$ cat config.mk
export PLATFORM = sky130hd
export DESIGN_NAME = accel_mode_irq_status_regs
export DESIGN_NICKNAME = d
export VERILOG_FILES = /design/src/accel_regs_pkg.sv /design/src/accel_mode_irq_status_regs.sv
export SDC_FILE = /design/constraint.sdc
export NUM_CORES = 1
export LEC_CHECK = 0
export ABC_AREA = 1
export ABC_CLOCK_PERIOD_IN_PS = 4800
export BUFFER_PORTS_ARGS = -buffer_cell sky130_fd_sc_hd__buf_2
export CORE_ASPECT_RATIO = 0.9
export CORE_MARGIN = 2
export CORE_UTILIZATION = 63
export DETAILED_ROUTE_END_ITERATION = 8
export PLACE_DENSITY = 0.86
export SYNTH_ARGS = -nofsm -noshare
export SYNTH_HDL_FRONTEND = slang
export SYNTH_SLANG_ARGS = --single-unit
$ cat constraint.sdc
create_clock -name clk_sys -period 4.8 [get_ports clk_sys]
set_input_delay 0.24 -clock clk_sys [delete_from_list [all_inputs] [get_ports clk_sys]]
set_output_delay 0.24 -clock clk_sys [all_outputs]
set_load 0.01 [all_outputs]
$ cat src/accel_regs_pkg.sv
// constants, types and register map of the mode / interrupt-cause register group
package accel_regs_pkg;

	// ****************************************
	// register map
	// ****************************************
	localparam logic [7:0] ADDR_STATUS     = 8'h00;
	localparam logic [7:0] ADDR_X_MSB      = 8'h01;
	localparam logic [7:0] ADDR_Y_MSB      = 8'h03;
	localparam logic [7:0] ADDR_Z_MSB      = 8'h05;
	localparam logic [7:0] ADDR_OP_STATE   = 8'h0b;
	localparam logic [7:0] ADDR_CAUSE      = 8'h0c;
	localparam logic [7:0] ADDR_IDENT      = 8'h0d;
	localparam logic [7:0] ADDR_RANGE      = 8'h0e;
	localparam logic [7:0] ADDR_HPF        = 8'h0f;
	localparam logic [7:0] ADDR_ORIENT     = 8'h10;
	localparam logic [7:0] ADDR_FFMT_SRC   = 8'h20;
	localparam logic [7:0] ADDR_TRANSIENT_SOURCE_REGISTER  = 8'h21;
	localparam logic [7:0] ADDR_PULSE_SOURCE_REGISTER  = 8'h22;

	// ****************************************
	// fields and reset values
	// ****************************************
	localparam int CAUSE_SLEEP_BIT  = 7;
	localparam int CAUSE_TRANS_BIT  = 5;
	localparam int CAUSE_ORIENT_BIT = 4;
	localparam int CAUSE_PULSE_BIT  = 3;
	localparam int CAUSE_FFMT_BIT   = 2;
	localparam int CAUSE_DRDY_BIT   = 0;
	localparam logic [7:0] RANGE_MASK   = 8'h03;
	localparam logic [7:0] HPF_MASK     = 8'h33;
	localparam logic [7:0] RANGE_RESET  = 8'h00;
	localparam logic [7:0] HPF_RESET    = 8'h00;
	localparam logic [1:0] FS_RESERVED  = 2'h3;
	localparam logic [6:0] DEV_ADDR_DEF = 7'h2a;
	// arbitrary identity value
	localparam logic [7:0] IDENT_DEF    = 8'h5c;

	// ****************************************
	// timing
	// ****************************************
	localparam int CLK_HZ            = 40000000;
	localparam int SLEEP_TICK_MS     = 10;
	localparam int SLEEP_TICK_CYCLES = CLK_HZ / 1000 * SLEEP_TICK_MS;

	// ****************************************
	// types
	// ****************************************
	typedef enum logic [1:0] {
		MODE_STANDBY = 2'b00,
		MODE_WAKE    = 2'b01,
		MODE_SLEEP   = 2'b10
	} op_mode_t;

	typedef enum logic [3:0] {
		ST_IDLE      = 4'b0000,
		ST_ADDR      = 4'b0001,
		ST_ADDR_ACK  = 4'b0010,
		ST_PTR       = 4'b0011,
		ST_PTR_ACK   = 4'b0100,
		ST_WDATA     = 4'b0101,
		ST_WDATA_ACK = 4'b0110,
		ST_RDATA     = 4'b0111,
		ST_RDATA_ACK = 4'b1000
	} link_state_t;

	typedef struct packed {
		logic       trans_active;
		logic       trans_en;
		logic       pulse_active;
		logic       pulse_en;
		logic       ffmt_active;
		logic       ffmt_en;
		logic       orient_change;
		logic       orient_en;
		logic       drdy_en;
		logic       wake_event;
		logic       any_irq;
		logic [2:0] new_sample;
		logic [2:0] axis_en;
	} detect_in_t;

endpackage

$ cat src/accel_mode_irq_status_regs.sv
// mode / interrupt-cause register group with its serial register port
//
// Contract
// - operating state 00 standby, 01 wake, 10 sleep
// - cause flags set on rise, held until read
// - cause bits 7,5,4,3,2,0; bits 6,1 zero
// - data-ready cause from ready/overwrite when enabled
// - data-ready cleared by xyz reads, not status read
// - sleep cause set on transition, cleared by state read
// - wake to sleep after countdown without interrupts
// - sleep to wake on wake-capable event, high rate
// - transient cause set on event rise, held until source read
// - orientation cause from change flag, cleared by read
// - pulse cause from event flag, cleared by read
// - freefall cause from event flag, cleared by read
// - fixed read-only identity register
// - full-scale 00 2g, 01 4g, 10 8g
// - reset gives 2g and filter off
// - cutoff from select code and sample rate
// - set-ready on new sample, cleared after msb reads
// - set-overwrite on unread overwrite, cleared likewise
// - orientation change flag cleared by orientation read
`timescale 1ns/1ps

module accel_mode_irq_status_regs
	import accel_regs_pkg::*;
#(
	parameter int         TICK_CYCLES = SLEEP_TICK_CYCLES,
	parameter logic [6:0] DEV_ADDR    = DEV_ADDR_DEF,
	parameter logic [7:0] IDENT       = IDENT_DEF
)(
	input  wire logic       clk_sys,
	input  wire logic       reset,
	input  wire logic       scl_in,
	input  wire logic       sda_in,
	output logic            sda_out,
	output logic            sda_oe,
	input  wire detect_in_t det,
	input  wire logic       active_in,
	input  wire logic       auto_sleep_en,
	input  wire logic [7:0] sleep_countdown_limit,
	input  wire logic [2:0] high_rate,
	input  wire logic [2:0] low_rate,
	input  wire logic [7:0] ext_rd_data,
	output logic [7:0]      reg_addr,
	output logic            rd_strobe,
	output logic            wr_strobe,
	output logic [7:0]      wr_data,
	output logic [1:0]      operating_state_field,
	output logic [2:0]      output_sample_rate,
	output logic [1:0]      full_scale_select,
	output logic [7:0]      highpass_cutoff_config,
	output logic [2:0]      hp_cutoff_shift,
	output logic            set_ready_flag,
	output logic            set_overwrite_flag,
	output logic            orientation_change_flag
);

	// ****************************************
	// pin synchronisers
	// ****************************************
	logic [1:0] scl_m_r, scl_s_r;
	logic scl_d_r, sda_d_r;

	always_ff @(posedge clk_sys)
	begin
		if (reset)
		begin
			scl_m_r <= 2'h3;
			scl_s_r <= 2'h3;
			scl_d_r <= 1'b1;
			sda_d_r <= 1'b1;
		end
		else
		begin
			scl_m_r <= {scl_in, sda_in};
			scl_s_r <= scl_m_r;
			scl_d_r <= scl_s_r[1];
			sda_d_r <= scl_s_r[0];
		end
	end

	logic scl_s, sda_s, scl_rise, scl_fall, bus_start, bus_stop;
	assign scl_s     = scl_s_r[1];
	assign sda_s     = scl_s_r[0];
	assign scl_rise  = scl_s & ~scl_d_r;
	assign scl_fall  = ~scl_s & scl_d_r;
	assign bus_start = scl_s & scl_d_r & sda_d_r & ~sda_s;
	assign bus_stop  = scl_s & scl_d_r & ~sda_d_r & sda_s;

	// ****************************************
	// serial register port
	// ****************************************
	link_state_t st_r, st_nxt;
	logic [7:0]  shift_r, shift_nxt, tx_r, tx_nxt, ptr_r, ptr_nxt, rd_mux;
	logic [2:0]  bit_r, bit_nxt;
	logic        done_r, done_nxt, oe_r, oe_nxt, rw_r, rw_nxt, nack_r, nack_nxt;
	logic        rd_nxt, rd_r, wr_nxt, wr_r;
	logic [7:0]  wdat_r;
	logic [7:0]  cause_r, cause_nxt, range_r, range_nxt, hpf_r, hpf_nxt;
	op_mode_t    mode_r, mode_nxt;

	always_comb
	begin
		case (ptr_r)
			ADDR_OP_STATE: rd_mux = {6'h00, mode_r};
			ADDR_CAUSE:    rd_mux = cause_r;
			ADDR_IDENT:    rd_mux = IDENT;
			ADDR_RANGE:    rd_mux = range_r;
			ADDR_HPF:      rd_mux = hpf_r;
			default:       rd_mux = ext_rd_data;
		endcase
	end

	always_comb
	begin
		st_nxt    = st_r;
		shift_nxt = shift_r;
		tx_nxt    = tx_r;
		ptr_nxt   = ptr_r;
		bit_nxt   = bit_r;
		done_nxt  = done_r;
		oe_nxt    = oe_r;
		rw_nxt    = rw_r;
		nack_nxt  = nack_r;
		rd_nxt    = 1'b0;
		wr_nxt    = 1'b0;
		if (bus_start)
		begin
			st_nxt   = ST_ADDR;
			bit_nxt  = 3'h0;
			done_nxt = 1'b0;
			oe_nxt   = 1'b0;
		end
		else if (bus_stop)
		begin
			st_nxt = ST_IDLE;
			oe_nxt = 1'b0;
		end
		else if (scl_rise)
		begin
			shift_nxt = {shift_r[6:0], sda_s};
			bit_nxt   = bit_r + 3'h1;
			done_nxt  = (bit_r == 3'h7);
			nack_nxt  = sda_s;
		end
		else if (scl_fall)
		begin
			case (st_r)
				ST_ADDR:
				begin
					if (done_r && shift_r[7:1] == DEV_ADDR)
					begin
						st_nxt = ST_ADDR_ACK;
						rw_nxt = shift_r[0];
						oe_nxt = 1'b1;
					end
					else if (done_r)
						st_nxt = ST_IDLE;
				end
				ST_PTR, ST_WDATA:
				begin
					if (done_r)
					begin
						oe_nxt = 1'b1;
						st_nxt = (st_r == ST_PTR) ? ST_PTR_ACK : ST_WDATA_ACK;
						if (st_r == ST_PTR)
							ptr_nxt = shift_r;
						else
							wr_nxt = 1'b1;
					end
				end
				ST_PTR_ACK, ST_WDATA_ACK:
				begin
					oe_nxt   = 1'b0;
					st_nxt   = ST_WDATA;
					done_nxt = 1'b0;
					// ack clock also bumped the counter; realign for the next byte
					bit_nxt  = 3'h0;
					if (st_r == ST_WDATA_ACK)
						ptr_nxt = ptr_r + 8'h01;
				end
				ST_RDATA:
				begin
					if (done_r)
					begin
						oe_nxt = 1'b0;
						st_nxt = ST_RDATA_ACK;
					end
					else
					begin
						tx_nxt = {tx_r[6:0], 1'b0};
						oe_nxt = ~tx_r[6];
					end
				end
				ST_ADDR_ACK, ST_RDATA_ACK:
				begin
					done_nxt = 1'b0;
					bit_nxt  = 3'h0;
					if (st_r == ST_ADDR_ACK && !rw_r)
					begin
						st_nxt = ST_PTR;
						oe_nxt = 1'b0;
					end
					else if (st_r == ST_RDATA_ACK && nack_r)
					begin
						st_nxt = ST_IDLE;
						oe_nxt = 1'b0;
					end
					else
					begin
						st_nxt = ST_RDATA;
						tx_nxt = rd_mux;
						oe_nxt = ~rd_mux[7];
						rd_nxt = 1'b1;
					end
				end
				default: st_nxt = st_r;
			endcase
		end
	end

	always_ff @(posedge clk_sys)
	begin
		if (reset)
		begin
			st_r    <= ST_IDLE;
			shift_r <= 8'h00;
			tx_r    <= 8'h00;
			ptr_r   <= 8'h00;
			bit_r   <= 3'h0;
			done_r  <= 1'b0;
			oe_r    <= 1'b0;
			rw_r    <= 1'b0;
			nack_r  <= 1'b0;
			rd_r    <= 1'b0;
			wr_r    <= 1'b0;
			wdat_r  <= 8'h00;
		end
		else
		begin
			st_r    <= st_nxt;
			shift_r <= shift_nxt;
			tx_r    <= tx_nxt;
			bit_r   <= bit_nxt;
			done_r  <= done_nxt;
			oe_r    <= oe_nxt;
			rw_r    <= rw_nxt;
			nack_r  <= nack_nxt;
			rd_r    <= rd_nxt;
			wr_r    <= wr_nxt;
			wdat_r  <= wr_nxt ? shift_r : wdat_r;
			// read pointer advances one cycle after the strobe so side effects see it
			ptr_r   <= rd_r ? ptr_r + 8'h01 : ptr_nxt;
		end
	end

	// ****************************************
	// operating mode and auto sleep
	// ****************************************
	logic [31:0] tick_r, tick_nxt;
	logic [7:0]  idle_r, idle_nxt;
	logic        mode_evt;

	always_comb
	begin
		mode_nxt = mode_r;
		tick_nxt = tick_r;
		idle_nxt = idle_r;
		mode_evt = 1'b0;
		case (mode_r)
			MODE_STANDBY:
			begin
				tick_nxt = 32'h0;
				idle_nxt = 8'h00;
				if (active_in)
					mode_nxt = MODE_WAKE;
			end
			MODE_WAKE:
			begin
				if (!active_in)
					mode_nxt = MODE_STANDBY;
				else if (det.any_irq || !auto_sleep_en)
				begin
					tick_nxt = 32'h0;
					idle_nxt = 8'h00;
				end
				else if (tick_r == TICK_CYCLES - 1)
				begin
					tick_nxt = 32'h0;
					if (idle_r >= sleep_countdown_limit)
					begin
						mode_nxt = MODE_SLEEP;
						mode_evt = 1'b1;
					end
					else
						idle_nxt = idle_r + 8'h01;
				end
				else
					tick_nxt = tick_r + 32'h1;
			end
			MODE_SLEEP:
			begin
				tick_nxt = 32'h0;
				idle_nxt = 8'h00;
				if (!active_in)
					mode_nxt = MODE_STANDBY;
				else if (det.wake_event || !auto_sleep_en)
				begin
					mode_nxt = MODE_WAKE;
					mode_evt = det.wake_event;
				end
			end
			default: mode_nxt = MODE_STANDBY;
		endcase
	end

	always_ff @(posedge clk_sys)
	begin
		if (reset)
		begin
			mode_r <= MODE_STANDBY;
			tick_r <= 32'h0;
			idle_r <= 8'h00;
			output_sample_rate <= 3'h0;
		end
		else
		begin
			mode_r <= mode_nxt;
			tick_r <= tick_nxt;
			idle_r <= idle_nxt;
			output_sample_rate <= (mode_r == MODE_SLEEP) ? low_rate : high_rate;
		end
	end

	// ****************************************
	// data flags, cause flags, configuration
	// ****************************************
	logic [2:0] pend_r, pend_nxt, seen_r, seen_nxt, msb_rd;
	logic       rdy_r, rdy_nxt, ow_r, ow_nxt, orch_r, orch_nxt, xyz_done;
	logic [5:0] src_r, src_now;
	logic [2:0] rate_off;
	logic       rd_at;

	assign rd_at  = rd_r;
	assign msb_rd = {rd_at && ptr_r == ADDR_Z_MSB, rd_at && ptr_r == ADDR_Y_MSB,
		rd_at && ptr_r == ADDR_X_MSB};
	// cleared only when every enabled axis high byte was read since the last clear
	assign xyz_done = ((seen_r | msb_rd) & det.axis_en) == det.axis_en;
	// bit order matches cause positions 7,5,4,3,2,0
	assign src_now = {mode_evt, det.trans_active & det.trans_en,
		orch_r & det.orient_en, det.pulse_active & det.pulse_en,
		det.ffmt_active & det.ffmt_en, (rdy_r | ow_r) & det.drdy_en};

	always_comb
	begin
		pend_nxt  = (pend_r & ~msb_rd) | (det.new_sample & det.axis_en);
		ow_nxt    = ow_r | (|(pend_r & ~msb_rd & det.new_sample & det.axis_en));
		rdy_nxt   = rdy_r | (|(det.new_sample & det.axis_en));
		seen_nxt  = seen_r | msb_rd;
		if (xyz_done && (rdy_r || ow_r))
		begin
			rdy_nxt  = |(det.new_sample & det.axis_en);
			// an overwrite landing in the clearing cycle still sets the flag
			ow_nxt   = |(pend_r & ~msb_rd & det.new_sample & det.axis_en);
			seen_nxt = 3'h0;
		end
		orch_nxt = det.orient_change | (orch_r & ~(rd_at && ptr_r == ADDR_ORIENT));
		cause_nxt = cause_r;
		// clears first, so a rise in the same cycle still sets the flag
		if (rd_at && ptr_r == ADDR_OP_STATE)
			cause_nxt[CAUSE_SLEEP_BIT] = 1'b0;
		if (rd_at && ptr_r == ADDR_TRANSIENT_SOURCE_REGISTER)
			cause_nxt[CAUSE_TRANS_BIT] = 1'b0;
		if (rd_at && ptr_r == ADDR_ORIENT)
			cause_nxt[CAUSE_ORIENT_BIT] = 1'b0;
		if (rd_at && ptr_r == ADDR_PULSE_SOURCE_REGISTER)
			cause_nxt[CAUSE_PULSE_BIT] = 1'b0;
		if (rd_at && ptr_r == ADDR_FFMT_SRC)
			cause_nxt[CAUSE_FFMT_BIT] = 1'b0;
		if (xyz_done && (rdy_r || ow_r))
			cause_nxt[CAUSE_DRDY_BIT] = 1'b0;
		cause_nxt[CAUSE_SLEEP_BIT]  = cause_nxt[CAUSE_SLEEP_BIT] | src_now[5];
		cause_nxt[CAUSE_TRANS_BIT]  = cause_nxt[CAUSE_TRANS_BIT] | (src_now[4] & ~src_r[4]);
		cause_nxt[CAUSE_ORIENT_BIT] = cause_nxt[CAUSE_ORIENT_BIT] | (src_now[3] & ~src_r[3]);
		cause_nxt[CAUSE_PULSE_BIT]  = cause_nxt[CAUSE_PULSE_BIT] | (src_now[2] & ~src_r[2]);
		cause_nxt[CAUSE_FFMT_BIT]   = cause_nxt[CAUSE_FFMT_BIT] | (src_now[1] & ~src_r[1]);
		cause_nxt[CAUSE_DRDY_BIT]   = cause_nxt[CAUSE_DRDY_BIT] | (src_now[0] & ~src_r[0]);
		cause_nxt[6] = 1'b0;
		cause_nxt[1] = 1'b0;
		range_nxt = range_r;
		hpf_nxt   = hpf_r;
		// reserved range code is refused and the old range kept
		if (wr_r && ptr_r == ADDR_RANGE && (wdat_r[1:0] != FS_RESERVED))
			range_nxt = wdat_r & RANGE_MASK;
		if (wr_r && ptr_r == ADDR_HPF)
			hpf_nxt = wdat_r & HPF_MASK;
		case (output_sample_rate)
			3'h0, 3'h1: rate_off = 3'h0;
			3'h2:       rate_off = 3'h1;
			3'h3:       rate_off = 3'h2;
			default:    rate_off = 3'h3;
		endcase
	end

	always_ff @(posedge clk_sys)
	begin
		if (reset)
		begin
			pend_r  <= 3'h0;
			seen_r  <= 3'h0;
			rdy_r   <= 1'b0;
			ow_r    <= 1'b0;
			orch_r  <= 1'b0;
			src_r   <= 6'h00;
			cause_r <= 8'h00;
			range_r <= RANGE_RESET;
			hpf_r   <= HPF_RESET;
			hp_cutoff_shift <= 3'h0;
		end
		else
		begin
			pend_r  <= pend_nxt;
			seen_r  <= seen_nxt;
			rdy_r   <= rdy_nxt;
			ow_r    <= ow_nxt;
			orch_r  <= orch_nxt;
			src_r   <= src_now;
			cause_r <= cause_nxt;
			range_r <= range_nxt;
			hpf_r   <= hpf_nxt;
			hp_cutoff_shift <= {1'b0, hpf_r[1:0]} + rate_off;
		end
	end

	assign sda_out                 = 1'b0;
	assign sda_oe                  = oe_r;
	assign reg_addr                = ptr_r;
	assign rd_strobe               = rd_r;
	assign wr_strobe               = wr_r;
	assign wr_data                 = wdat_r;
	assign operating_state_field   = mode_r;
	assign full_scale_select       = range_r[1:0];
	assign highpass_cutoff_config  = hpf_r;
	assign set_ready_flag          = rdy_r;
	assign set_overwrite_flag      = ow_r;
	assign orientation_change_flag = orch_r;

endmodule // accel_mode_irq_status_regs

# Word-level counts from Yosys, hierarchy flattened
# Index checks and enable logic that the tools add are counted.
dict set report totals {
  regBits 126
  inputBits 45
  output_inout_bits 41
  word_cells 280
}
dict set report op_classes {
  n_addsub 5
  order_cmp 1
  eq_ne 55
  muxes 80
  bitwise 53
  n_reduce_logical 54
}
# op count
set op_table {}
lappend op_table {{32-bit two-way mux} 3}
lappend op_table {{8-bit two-way mux} 12}
lappend op_table {{32-bit case mux with 2 select lines} 1}
lappend op_table {{8-bit by 4-bit == test with 1-bit output, second input constant} 5}
lappend op_table {{8-bit case mux with 5 select lines} 1}
lappend op_table {{1-bit two-way mux} 34}
lappend op_table {{32-bit by 1-bit adder with 32-bit output, second input constant} 1}
lappend op_table {{32-bit by 19-bit == test with 1-bit output, second input constant} 1}
lappend op_table {{8-bit case mux with 2 select lines} 2}
lappend op_table {{3-bit != test, second input constant} 10}
lappend op_table {{8-bit by 6-bit == test with 1-bit output, second input constant} 3}
lappend op_table {{7-bit two-way mux} 3}
lappend op_table {{4-bit case mux with 5 select lines} 1}
lappend op_table {{1-bit AND} 18}
lappend op_table {{3-bit two-way mux} 6}
lappend op_table {{2-bit != test, second input constant} 9}
lappend op_table {{6-bit AND reduction} 3}
lappend op_table {{1-bit inverter} 17}
lappend op_table {{8-bit by 1-bit adder with 8-bit output, second input constant} 2}
lappend op_table {{4-bit by 3-bit == test with 1-bit output, second input constant} 4}
lappend op_table {{2-bit two-way mux} 8}
lappend op_table {{4-bit two-way mux} 4}
lappend op_table {{8-bit AND reduction} 2}
lappend op_table {{3-bit AND} 5}
lappend op_table {{other kinds (45)} 93}

# Depth between registers and ports, before layout
# Gate-level depths: netlist of run 1.
dict set report depth {
  depth_word 9
  mapped_depth 15
  depth_no_buf 15
}

# Worst setup path before layout of run 1
# No wires, ideal clock.
dict set report synth_path {
  path_type {flip-flop to flip-flop}
  start {reg mode_r[0], in the netlist operating_state_field[0]}
  end {reg idle_r[0]}
  setup_time_ps 115
  arrival_ps 1716
  required_time_ps 4685
  setup_slack_ps 2969
  stages_incl_launch_ff 10
  n_path_buf 1
  period_less_slack_ps 1831
  cell_sequence {dfxtp_1 inv_1 ha_1 inv_2 nand2_4 a21oi_4 inv_2 buf_2 a21oi_1 nor2_1}
}
dict set report synth_via {
  elab_chain_len 4
}
# element line_no
set synth_lines {}
lappend synth_lines {{start: declaration} accel_mode_irq_status_regs.sv:101} ;# op_mode_t mode_r, mode_nxt;
lappend synth_lines {{start signal: assignment} accel_mode_irq_status_regs.sv:329} ;# mode_r <= mode_nxt;
lappend synth_lines {{2-bit == test or 2-bit zero test (tied branches)} accel_mode_irq_status_regs.sv:271} ;# case (mode_r)
lappend synth_lines {{2-bit OR reduction (no source line)} -}
lappend synth_lines {{2-bit nonzero test (no source line)} -}
lappend synth_lines {{4-bit AND reduction (no source line)} -}
lappend synth_lines {{end signal: assignment} accel_mode_irq_status_regs.sv:331} ;# idle_r <= idle_nxt;
lappend synth_lines {{end: declaration} accel_mode_irq_status_regs.sv:262} ;# logic [7:0] idle_r, idle_nxt;
# Parallel ways exist; a longest one is shown, timed or not.
# A chain may end at the register's enable or synchronous reset.

# Final worst setup path of run 1
dict set report layout_path {
  start {reg mode_r[0], in the netlist operating_state_field[0]}
  end {reg tick_r[15]}
}
dict set report layout_via {
  elab_chain_len 4
}
# element line_no
set layout_lines {}
lappend layout_lines {{2-bit == test or 2-bit zero test (tied branches)} accel_mode_irq_status_regs.sv:271}
lappend layout_lines {{2-bit OR reduction (no source line)} -}
lappend layout_lines {{2-bit nonzero test (no source line)} -}
lappend layout_lines {{2-bit AND reduction (no source line)} -}
lappend layout_lines {{end signal: assignment} accel_mode_irq_status_regs.sv:330} ;# tick_r <= tick_nxt;
lappend layout_lines {{end: declaration} accel_mode_irq_status_regs.sv:261} ;# logic [31:0] tick_r, tick_nxt;
# Parallel ways exist; a longest one is shown, timed or not.

==> results of run 1 <==
## worst paths after layout
check        slack (ns)  cells after the start                                  start                                  to
max                2.20                      9  operating_state_field[0]$_SDFFE_PP0P_             tick_r[15]$_SDFFE_PP0P_
max reg2reg        2.20                      9  operating_state_field[0]$_SDFFE_PP0P_             tick_r[15]$_SDFFE_PP0P_
min reg2reg        0.42                      1                  scl_m_r[1]$_SDFF_PP1_               scl_s_r[1]$_SDFF_PP1_
min                0.03                      3                                det[10]  orientation_change_flag$_SDFF_PP0_
## routing by layer
layer	vias up	routed length [um]	share of wire (%)	track usage, %
met2	361	7880	44	47.1
li1	3498	-	-	-
met3	27	1620	9.1	7.67
met1	3201	7960	45	40.9
met4	0	265	1.5	9.04
met5	-	0	0	0
## per-stage QoR
stage / utilization [%] / setup slack, ns / hold WS [ns] / cell area [um^2]
5_1_grt: 74.4 / 2.04 / 0.0652 / 8040
4_1_cts: 74.4 / 2.22 / 0.0179 / 8040
3_3_place_gp: 68.4 / 2.43 / 0.392 / 7400
3_5_place_dp: 68.4 / 2.32 / 0.398 / 7400
6_report: 74.4 / 2.20 / 0.0278 / 8040
2_1_floorplan: - / 2.97 / 0.344 / 6970
## kinds of logic after synthesis
group	count (synthesis)
and+or+nand+nor	539
AOI/OAI and AO/OA	175
buffers and inverters	161
DFF	123
adders and majority gates	25
xor gates and xnor gates	13
other	1
## state kept, by name (all words and copies together), names as in the netlist, 3 cells and up
| signal | flops |
|---|---|
| cause_r | 6 |
| highpass_cutoff_config | 4 |
| bit_r | 3 |
| wr_data | 8 |
| pend_r | 3 |
| output_sample_rate | 3 |
| idle_r | 8 |
| seen_r | 3 |
| reg_addr | 8 |
| src_r | 5 |
| shift_r | 8 |
| tx_r | 7 |
| st_r | 4 |
| tick_r | 32 |
| hp_cutoff_shift | 3 |
## layout by cell type, fill, tap and decap left out, types with 10 or more instances in the layout
cell type / netlist / routed
inv_1: 114 / 114
nor3_1: 22 / 22
nand4_1: 10 / 10
inv_2: 16 / 16
o21ai_0: 51 / 51
dfxtp_1: 123 / 123
nor2_1: 158 / 158
a21oi_1: 91 / 91
nand3_1: 74 / 74
nand2_1: 221 / 221
ha_1: 24 / 24
buf_2: 8 / 80
xor2_1: 11 / 11
nand3_2: 10 / 10
clkbuf_16: 0 / 17
## power groups by stage
stage          logic, mW  clock network [mW]  registers, mW
2_1_floorplan      0.412                   0           1.12
3_3_place_gp       0.513                   0           1.11
3_5_place_dp       0.525                   0           1.12
4_1_cts            0.535                1.37           1.10
5_1_grt            0.605                1.41           1.10
6_report           0.545                1.36           1.10
## Yosys cell counts (3+ instances only)
library cell	instances	area [um^2]
nor3_2	3	30.0
buf_4	9	67.6
inv_2	16	60.1
nand2_1	221	830
or2_2	7	43.8
o21ai_1	9	45.0
nand3_2	10	100
o21a_1	5	37.5
nand2_2	6	37.5
xor2_1	11	96.3
nor2_1	158	593
a21oi_2	6	52.6
dfxtp_1	123	2460
inv_1	114	428
clkbuf_1	10	37.5
nor2_4	6	67.6
nand3_1	74	370
nand4_1	10	62.6
ha_1	24	300
nor3_4	3	48.8
buf_2	8	40.0
a22oi_1	3	22.5
nor4_1	4	25.0
nor2_2	7	43.8
a21oi_1	91	455
nor3_1	22	110
o21ai_0	51	255
## worst register-to-register path, stage by stage, from the launching register on
cell     delay, ns
dfxtp_1       0.42
inv_1         0.09
ha_1          0.25
inv_2         0.15
nand2_4       0.11
a21oi_4       0.52
inv_2         0.42
nand4_1       0.23
xor2_1        0.19
nor2_1        0.07
## cell type report
type,count,area share (%)
multi-input cells,757,47.9
flip-flops and latches,123,30.6
inverters,131,6.11
repair buffers,85,5.51
clock buffers,17,5.29
clock inverters,15,2.47
well taps,133,2.07
==> flow_metrics.env, run 1 <==
export IMPL_status="finished, final reports clean"
export IMPL_antennaDiodeCount=0
export IMPL_synth_fa_ha_area_share_pct=4.61
export IMPL_muxShareOfSynthArea_pct=0
export IMPL_postRouteAntennaNets=0
export IMPL_slew_headroom_pct=36.5
export IMPL_dp_cells=1227
export IMPL_grt_antenna_before_repair=0
export IMPL_syn_to_final_growth_pct=15.6
export IMPL_drt_wirelength_per_cell_um=14.0
export IMPL_cp_cell_sequence="inv_1, ha_1, inv_2, nand2_4, a21oi_4, inv_2, nand4_1, xor2_1, nor2_1"
export IMPL_drv_slew=0
export IMPL_clk_insertion_delay_late_ns=0.43
export IMPL_p_seq_share_pct=36.5
export IMPL_cts_hold_buffers=2
export IMPL_synth_flop_cell="dfxtp_1"
export IMPL_period_minus_slack_ns=2.60
export IMPL_p_sw_share_pct=30.5
export IMPL_io_pins=86
export IMPL_grt_max_degree=39
export IMPL_critical_path_class="register to register"
export IMPL_finalHoldViolations=0
export IMPL_cp_max_fo=28
export IMPL_grt_pass1_wl_mm=29.0
export IMPL_hold_path_class="primary input to register"
export IMPL_ys_warnings_count=0
export IMPL_finalCritPeriodShare_pct=54.1
export IMPL_wl_mm=17.7
export IMPL_p_int_mw=2.09
export IMPL_coreArea_mm2=0.0108
export IMPL_multi_input_area_mm2=0.00385
export IMPL_finalSetupViolCount=0
export IMPL_gp_congestion=0.938
export IMPL_power_density_mw_per_mm2=373
export IMPL_nets=1185
export IMPL_num_vias=7087
export IMPL_num_fill_cells=843
export IMPL_tns_ns=0
export IMPL_crit_path_end_kind="register"
export IMPL_ys_seq_elements=123
export IMPL_grt_pass1_vias=6405
export IMPL_die_h_um=104
export IMPL_avgSynthCellArea_um2=6.71
export IMPL_first_pass_iters=6
export IMPL_power_frac_comb_pct=18.2
export IMPL_cpMaxStageDelayCell="a21oi_4"
export IMPL_rsz0062_at_grt="no"
export IMPL_grt_overflow=0
export IMPL_drive_gt1_share_pct=16.6
export IMPL_clock_fmax_mhz=385
export IMPL_ys_types=48
export IMPL_start_util_pct=64.3
export IMPL_cp_slowest_stage_delay_ns=0.52
export IMPL_maxCapViolCount=0
export IMPL_p_switching_mw=0.914
export IMPL_ctsHtreeMaxLevel=4
export IMPL_register_area_mm2=0.00246
export IMPL_critPathMostFrequentCell="inv_2"
export IMPL_drc=0
export IMPL_drt_iter0_markers=665
export IMPL_row_count=36
export IMPL_dp_hpwl_mm=12.4
export IMPL_vias_per_cell=5.62
export IMPL_synth_top_family_by_area="simple AND/OR/NAND/NOR gates"
export IMPL_synth_compound_area_share_pct=13.7
export IMPL_cp_top_family="buffers and inverters"
export IMPL_power_share_clock_pct=45.3
export IMPL_cp_start_kind="register"
export IMPL_ys_seq_area_share_pct=35.4
export IMPL_max_vdd_ir_drop_v=0.000324
export IMPL_cp_required_ns=5.06
export IMPL_cts_inserted_buffers=17
export IMPL_p_total_mw=3.00
export IMPL_tightest_slew_ns=0.953
export IMPL_root_buffer="clkbuf_16"
export IMPL_ctsResizeCount=0
export IMPL_cts_tree="built"
export IMPL_die_w_um=115
export IMPL_netlist_area_mm2=0.00696
export IMPL_worstPathArrival_ns=2.86
export IMPL_synth_edf_count=0
export IMPL_skew_ns=0.0154
export IMPL_dieArea_mm2=0.0119
export IMPL_postCtsSetupRepairBufs=0
export IMPL_synth_xor_area_share_pct=1.64
export IMPL_path_clk_slew_ns=0.06
export IMPL_synth_cells=1037
export IMPL_cts_sinks=123
export IMPL_leakage_nw=3.46
export IMPL_fin_cells=1261
export IMPL_grtUsageTotal_pct=30.1
export IMPL_clk_path_buf_depth=2
export IMPL_async_flop_share_pct=0
export IMPL_synth_simple_area_share_pct=35.2
export IMPL_path_buf_inv=3
export IMPL_port_buffers=80
(Power assumes the default switching activity.)
==> inputs of run 2 (changes only) <==
- ABC_CLOCK_PERIOD_IN_PS: 4800 -> 2500
- CORE_UTILIZATION: 63 -> 59
- PLACE_DENSITY: 0.86 -> 0.81
- clock period: 4.8 -> 2.5 ns (I/O delays scaled with it)
==> run 2 against run 1 <==
  * Cell area increased by 3.1%
  * Non-clock buffer count increased by 23
  * Die area increased by 6.5%
  * Maximum frequency increased by 24%
  * Worst hold slack got worse by 0.0096 ns
  * Critical path depth increased by 2
  * Via count decreased by 0.80%
  * Clock skew decreased by 0.0091 ns
  * Utilization decreased by 2.2 points
==> flow_metrics.env, run 2 (synthesis results as in run 1) <==
export IMPL_tightest_slew_ns=0.527
export IMPL_p_total_mw=5.81
export IMPL_row_count=37
export IMPL_dieArea_mm2=0.0127
export IMPL_p_switching_mw=1.72
export IMPL_syn_to_final_growth_pct=19.2
export IMPL_mostFrequentLayoutCell="nand2_1"
export IMPL_maxCapViolCount=0
export IMPL_cp_start_kind="register"
export IMPL_period_minus_slack_ns=2.09
export IMPL_power_density_mw_per_mm2=701
export IMPL_clock_fmax_mhz=478
export IMPL_gp_congestion=0.951
export IMPL_drv_slew=0
export IMPL_p_seq_share_pct=36.3
export IMPL_max_vdd_ir_drop_v=0.000610
export IMPL_p_int_mw=4.10
export IMPL_worstPathArrival_ns=2.45
export IMPL_antennaDiodeCount=0
export IMPL_wl_mm=18.1
export IMPL_postRouteAntennaNets=0
export IMPL_tns_ns=0
export IMPL_post_place_ws_ns=0.416
export IMPL_clk_insertion_delay_late_ns=0.43
export IMPL_power_frac_comb_pct=19.2
export IMPL_finalHoldViolations=0
export IMPL_start_util_pct=60.6
export IMPL_fin_hold_ws_ns=0.0182
export IMPL_port_buffers=80
export IMPL_worst_slack_ns=0.408
export IMPL_grtUsageTotal_pct=29.6
export IMPL_num_vias=7030
export IMPL_reg2reg_depth=11
export IMPL_drt_iter0_markers=721
export IMPL_finalSetupViolCount=0
export IMPL_dp_hpwl_mm=12.6
export IMPL_postCtsSetupRepairBufs=0
export IMPL_first_pass_iters=5
export IMPL_cts_tree="built"
export IMPL_drt_wirelength_per_cell_um=13.9
export IMPL_top_register="tick_r"
export IMPL_drive_gt1_share_pct=16.3
export IMPL_root_buffer="clkbuf_16"
export IMPL_critical_path_class="register to register"
export IMPL_slew_headroom_pct=64.8
export IMPL_leakage_nw=3.55
export IMPL_rrSetupSlack_ns=0.41
export IMPL_cts_inserted_buffers=17
export IMPL_die_h_um=107
export IMPL_power_share_clock_pct=44.6
export IMPL_cp_max_fo=10
export IMPL_path_clk_slew_ns=0.06
export IMPL_grt_antenna_before_repair=0
export IMPL_r2r_end="tick_r[2]$_SDFFE_PP0P_"
export IMPL_largest_reg_flops=32
export IMPL_drc=0
export IMPL_cts_sinks=123
export IMPL_crit_path_end_kind="register"
export IMPL_clk_path_buf_depth=2
export IMPL_rr_startpoint="operating_state_field[0]$_SDFFE_PP0P_"
export IMPL_die_w_um=118
export IMPL_grt_max_degree=49
export IMPL_coreArea_mm2=0.0115
export IMPL_vias_per_cell=5.38
export IMPL_cp_required_ns=2.86
export IMPL_p_sw_share_pct=29.5
export IMPL_grt_overflow=0
export IMPL_hold_end="src_r[2]$_SDFF_PP0_"
export IMPL_finalCritPeriodShare_pct=83.7
export IMPL_ctsHtreeMaxLevel=4
export IMPL_hp_start="det[14]"
export IMPL_status="finished, final reports clean"
export IMPL_nets=1208
export IMPL_skew_ns=0.00628
export IMPL_grt_pass1_wl_mm=30.3
export IMPL_hold_path_class="primary input to register"
export IMPL_holdPathStages=3
export IMPL_io_pins=86
export IMPL_layout_common_cells="nand2_1 (221), nor2_1 (158), dfxtp_1 (123), inv_1 (114), a21oi_1 (91)"
export IMPL_rsz0062_at_grt="no"
export IMPL_grt_pass1_vias=6463
run 2: changes by cell type in the layout (fill, tap and decap cells not counted), moves of 2 or more:
cell and delta:
dlygate4sd3_1 +19, buf_4 +3, clkinv_4 -3, clkbuf_1 +2
run 2: what timing repair did:
action / CTS / global route
hold buffers: 21 / 0
endpoints found under the hold margin: 15 / 0
gates resized for setup: 0 / 0
run 2: worst max-delay path by stage:
stage,slack [ns],end,from
after global placement,0.59,tick_r[31]$_SDFFE_PP0P_,operating_state_field[0]$_SDFFE_PP0P_
after CTS,0.39,tick_r[2]$_SDFFE_PP0P_,operating_state_field[0]$_SDFFE_PP0P_
after global routing,0.20,tick_r[24]$_SDFFE_PP0P_,operating_state_field[0]$_SDFFE_PP0P_
after floorplan,0.67,idle_r[0]$_SDFFE_PP0P_,operating_state_field[0]$_SDFFE_PP0P_
final,0.41,tick_r[2]$_SDFFE_PP0P_,operating_state_field[0]$_SDFFE_PP0P_
after detailed placement,0.42,tick_r[2]$_SDFFE_PP0P_,operating_state_field[0]$_SDFFE_PP0P_
run 2: final cells by class:
| class | count | area (um^2) |
|---|---|---|
| inverter | 131 | 492 |
| clock inverter | 12 | 171 |
| multi-input combinational | 757 | 3850 |
| timing repair buffer | 108 | 676 |
| tap | 156 | 195 |
| fill | 959 | 3190 |
| sequential | 123 | 2460 |
| clock buffer | 20 | 447 |
run 2: worst max-delay path: stages, from the launching register on:
cell and delay, ns:
dfxtp_1 0.44, inv_1 0.11, ha_1 0.25, inv_2 0.15
nand2_4 0.11, nor2_4 0.15, inv_2 0.05, nor2_1 0.23
nand2_1 0.13, inv_2 0.18, nand3_1 0.10, a21oi_1 0.13
run 2: through the flow:
| stage | area, um^2 | util [%] | cells |
|---|---|---|---|
| final | 8290 | 72.2 | 1307 |
| after global placement | 7470 | 65.0 | 1254 |
| after global routing | 8290 | 72.2 | 1307 |
| after detailed placement | 7470 | 65.0 | 1254 |
| after floorplan | 6970 | - | 1041 |
| after CTS | 8290 | 72.2 | 1307 |
run 2: metal layers:
layer | up-vias | track usage, % | routed length (um)
met5 | - | 0 | 0
met1 | 3207 | 40.5 | 8570
met4 | 0 | 8.67 | 273
met3 | 32 | 6.22 | 1230
met2 | 253 | 47.2 | 8070
li1 | 3538 | - | -
run 2: power groups by stage:
| stage | Clock (mW) | Combinational [mW] | Sequential (mW) |
|---|---|---|---|
| 3_5_place_dp | 0 | 1.06 | 2.15 |
| 4_1_cts | 2.60 | 1.10 | 2.11 |
| 2_1_floorplan | 0 | 0.792 | 2.15 |
| 5_1_grt | 2.69 | 1.25 | 2.12 |
| 3_3_place_gp | 0 | 1.04 | 2.14 |
| 6_report | 2.59 | 1.11 | 2.11 |
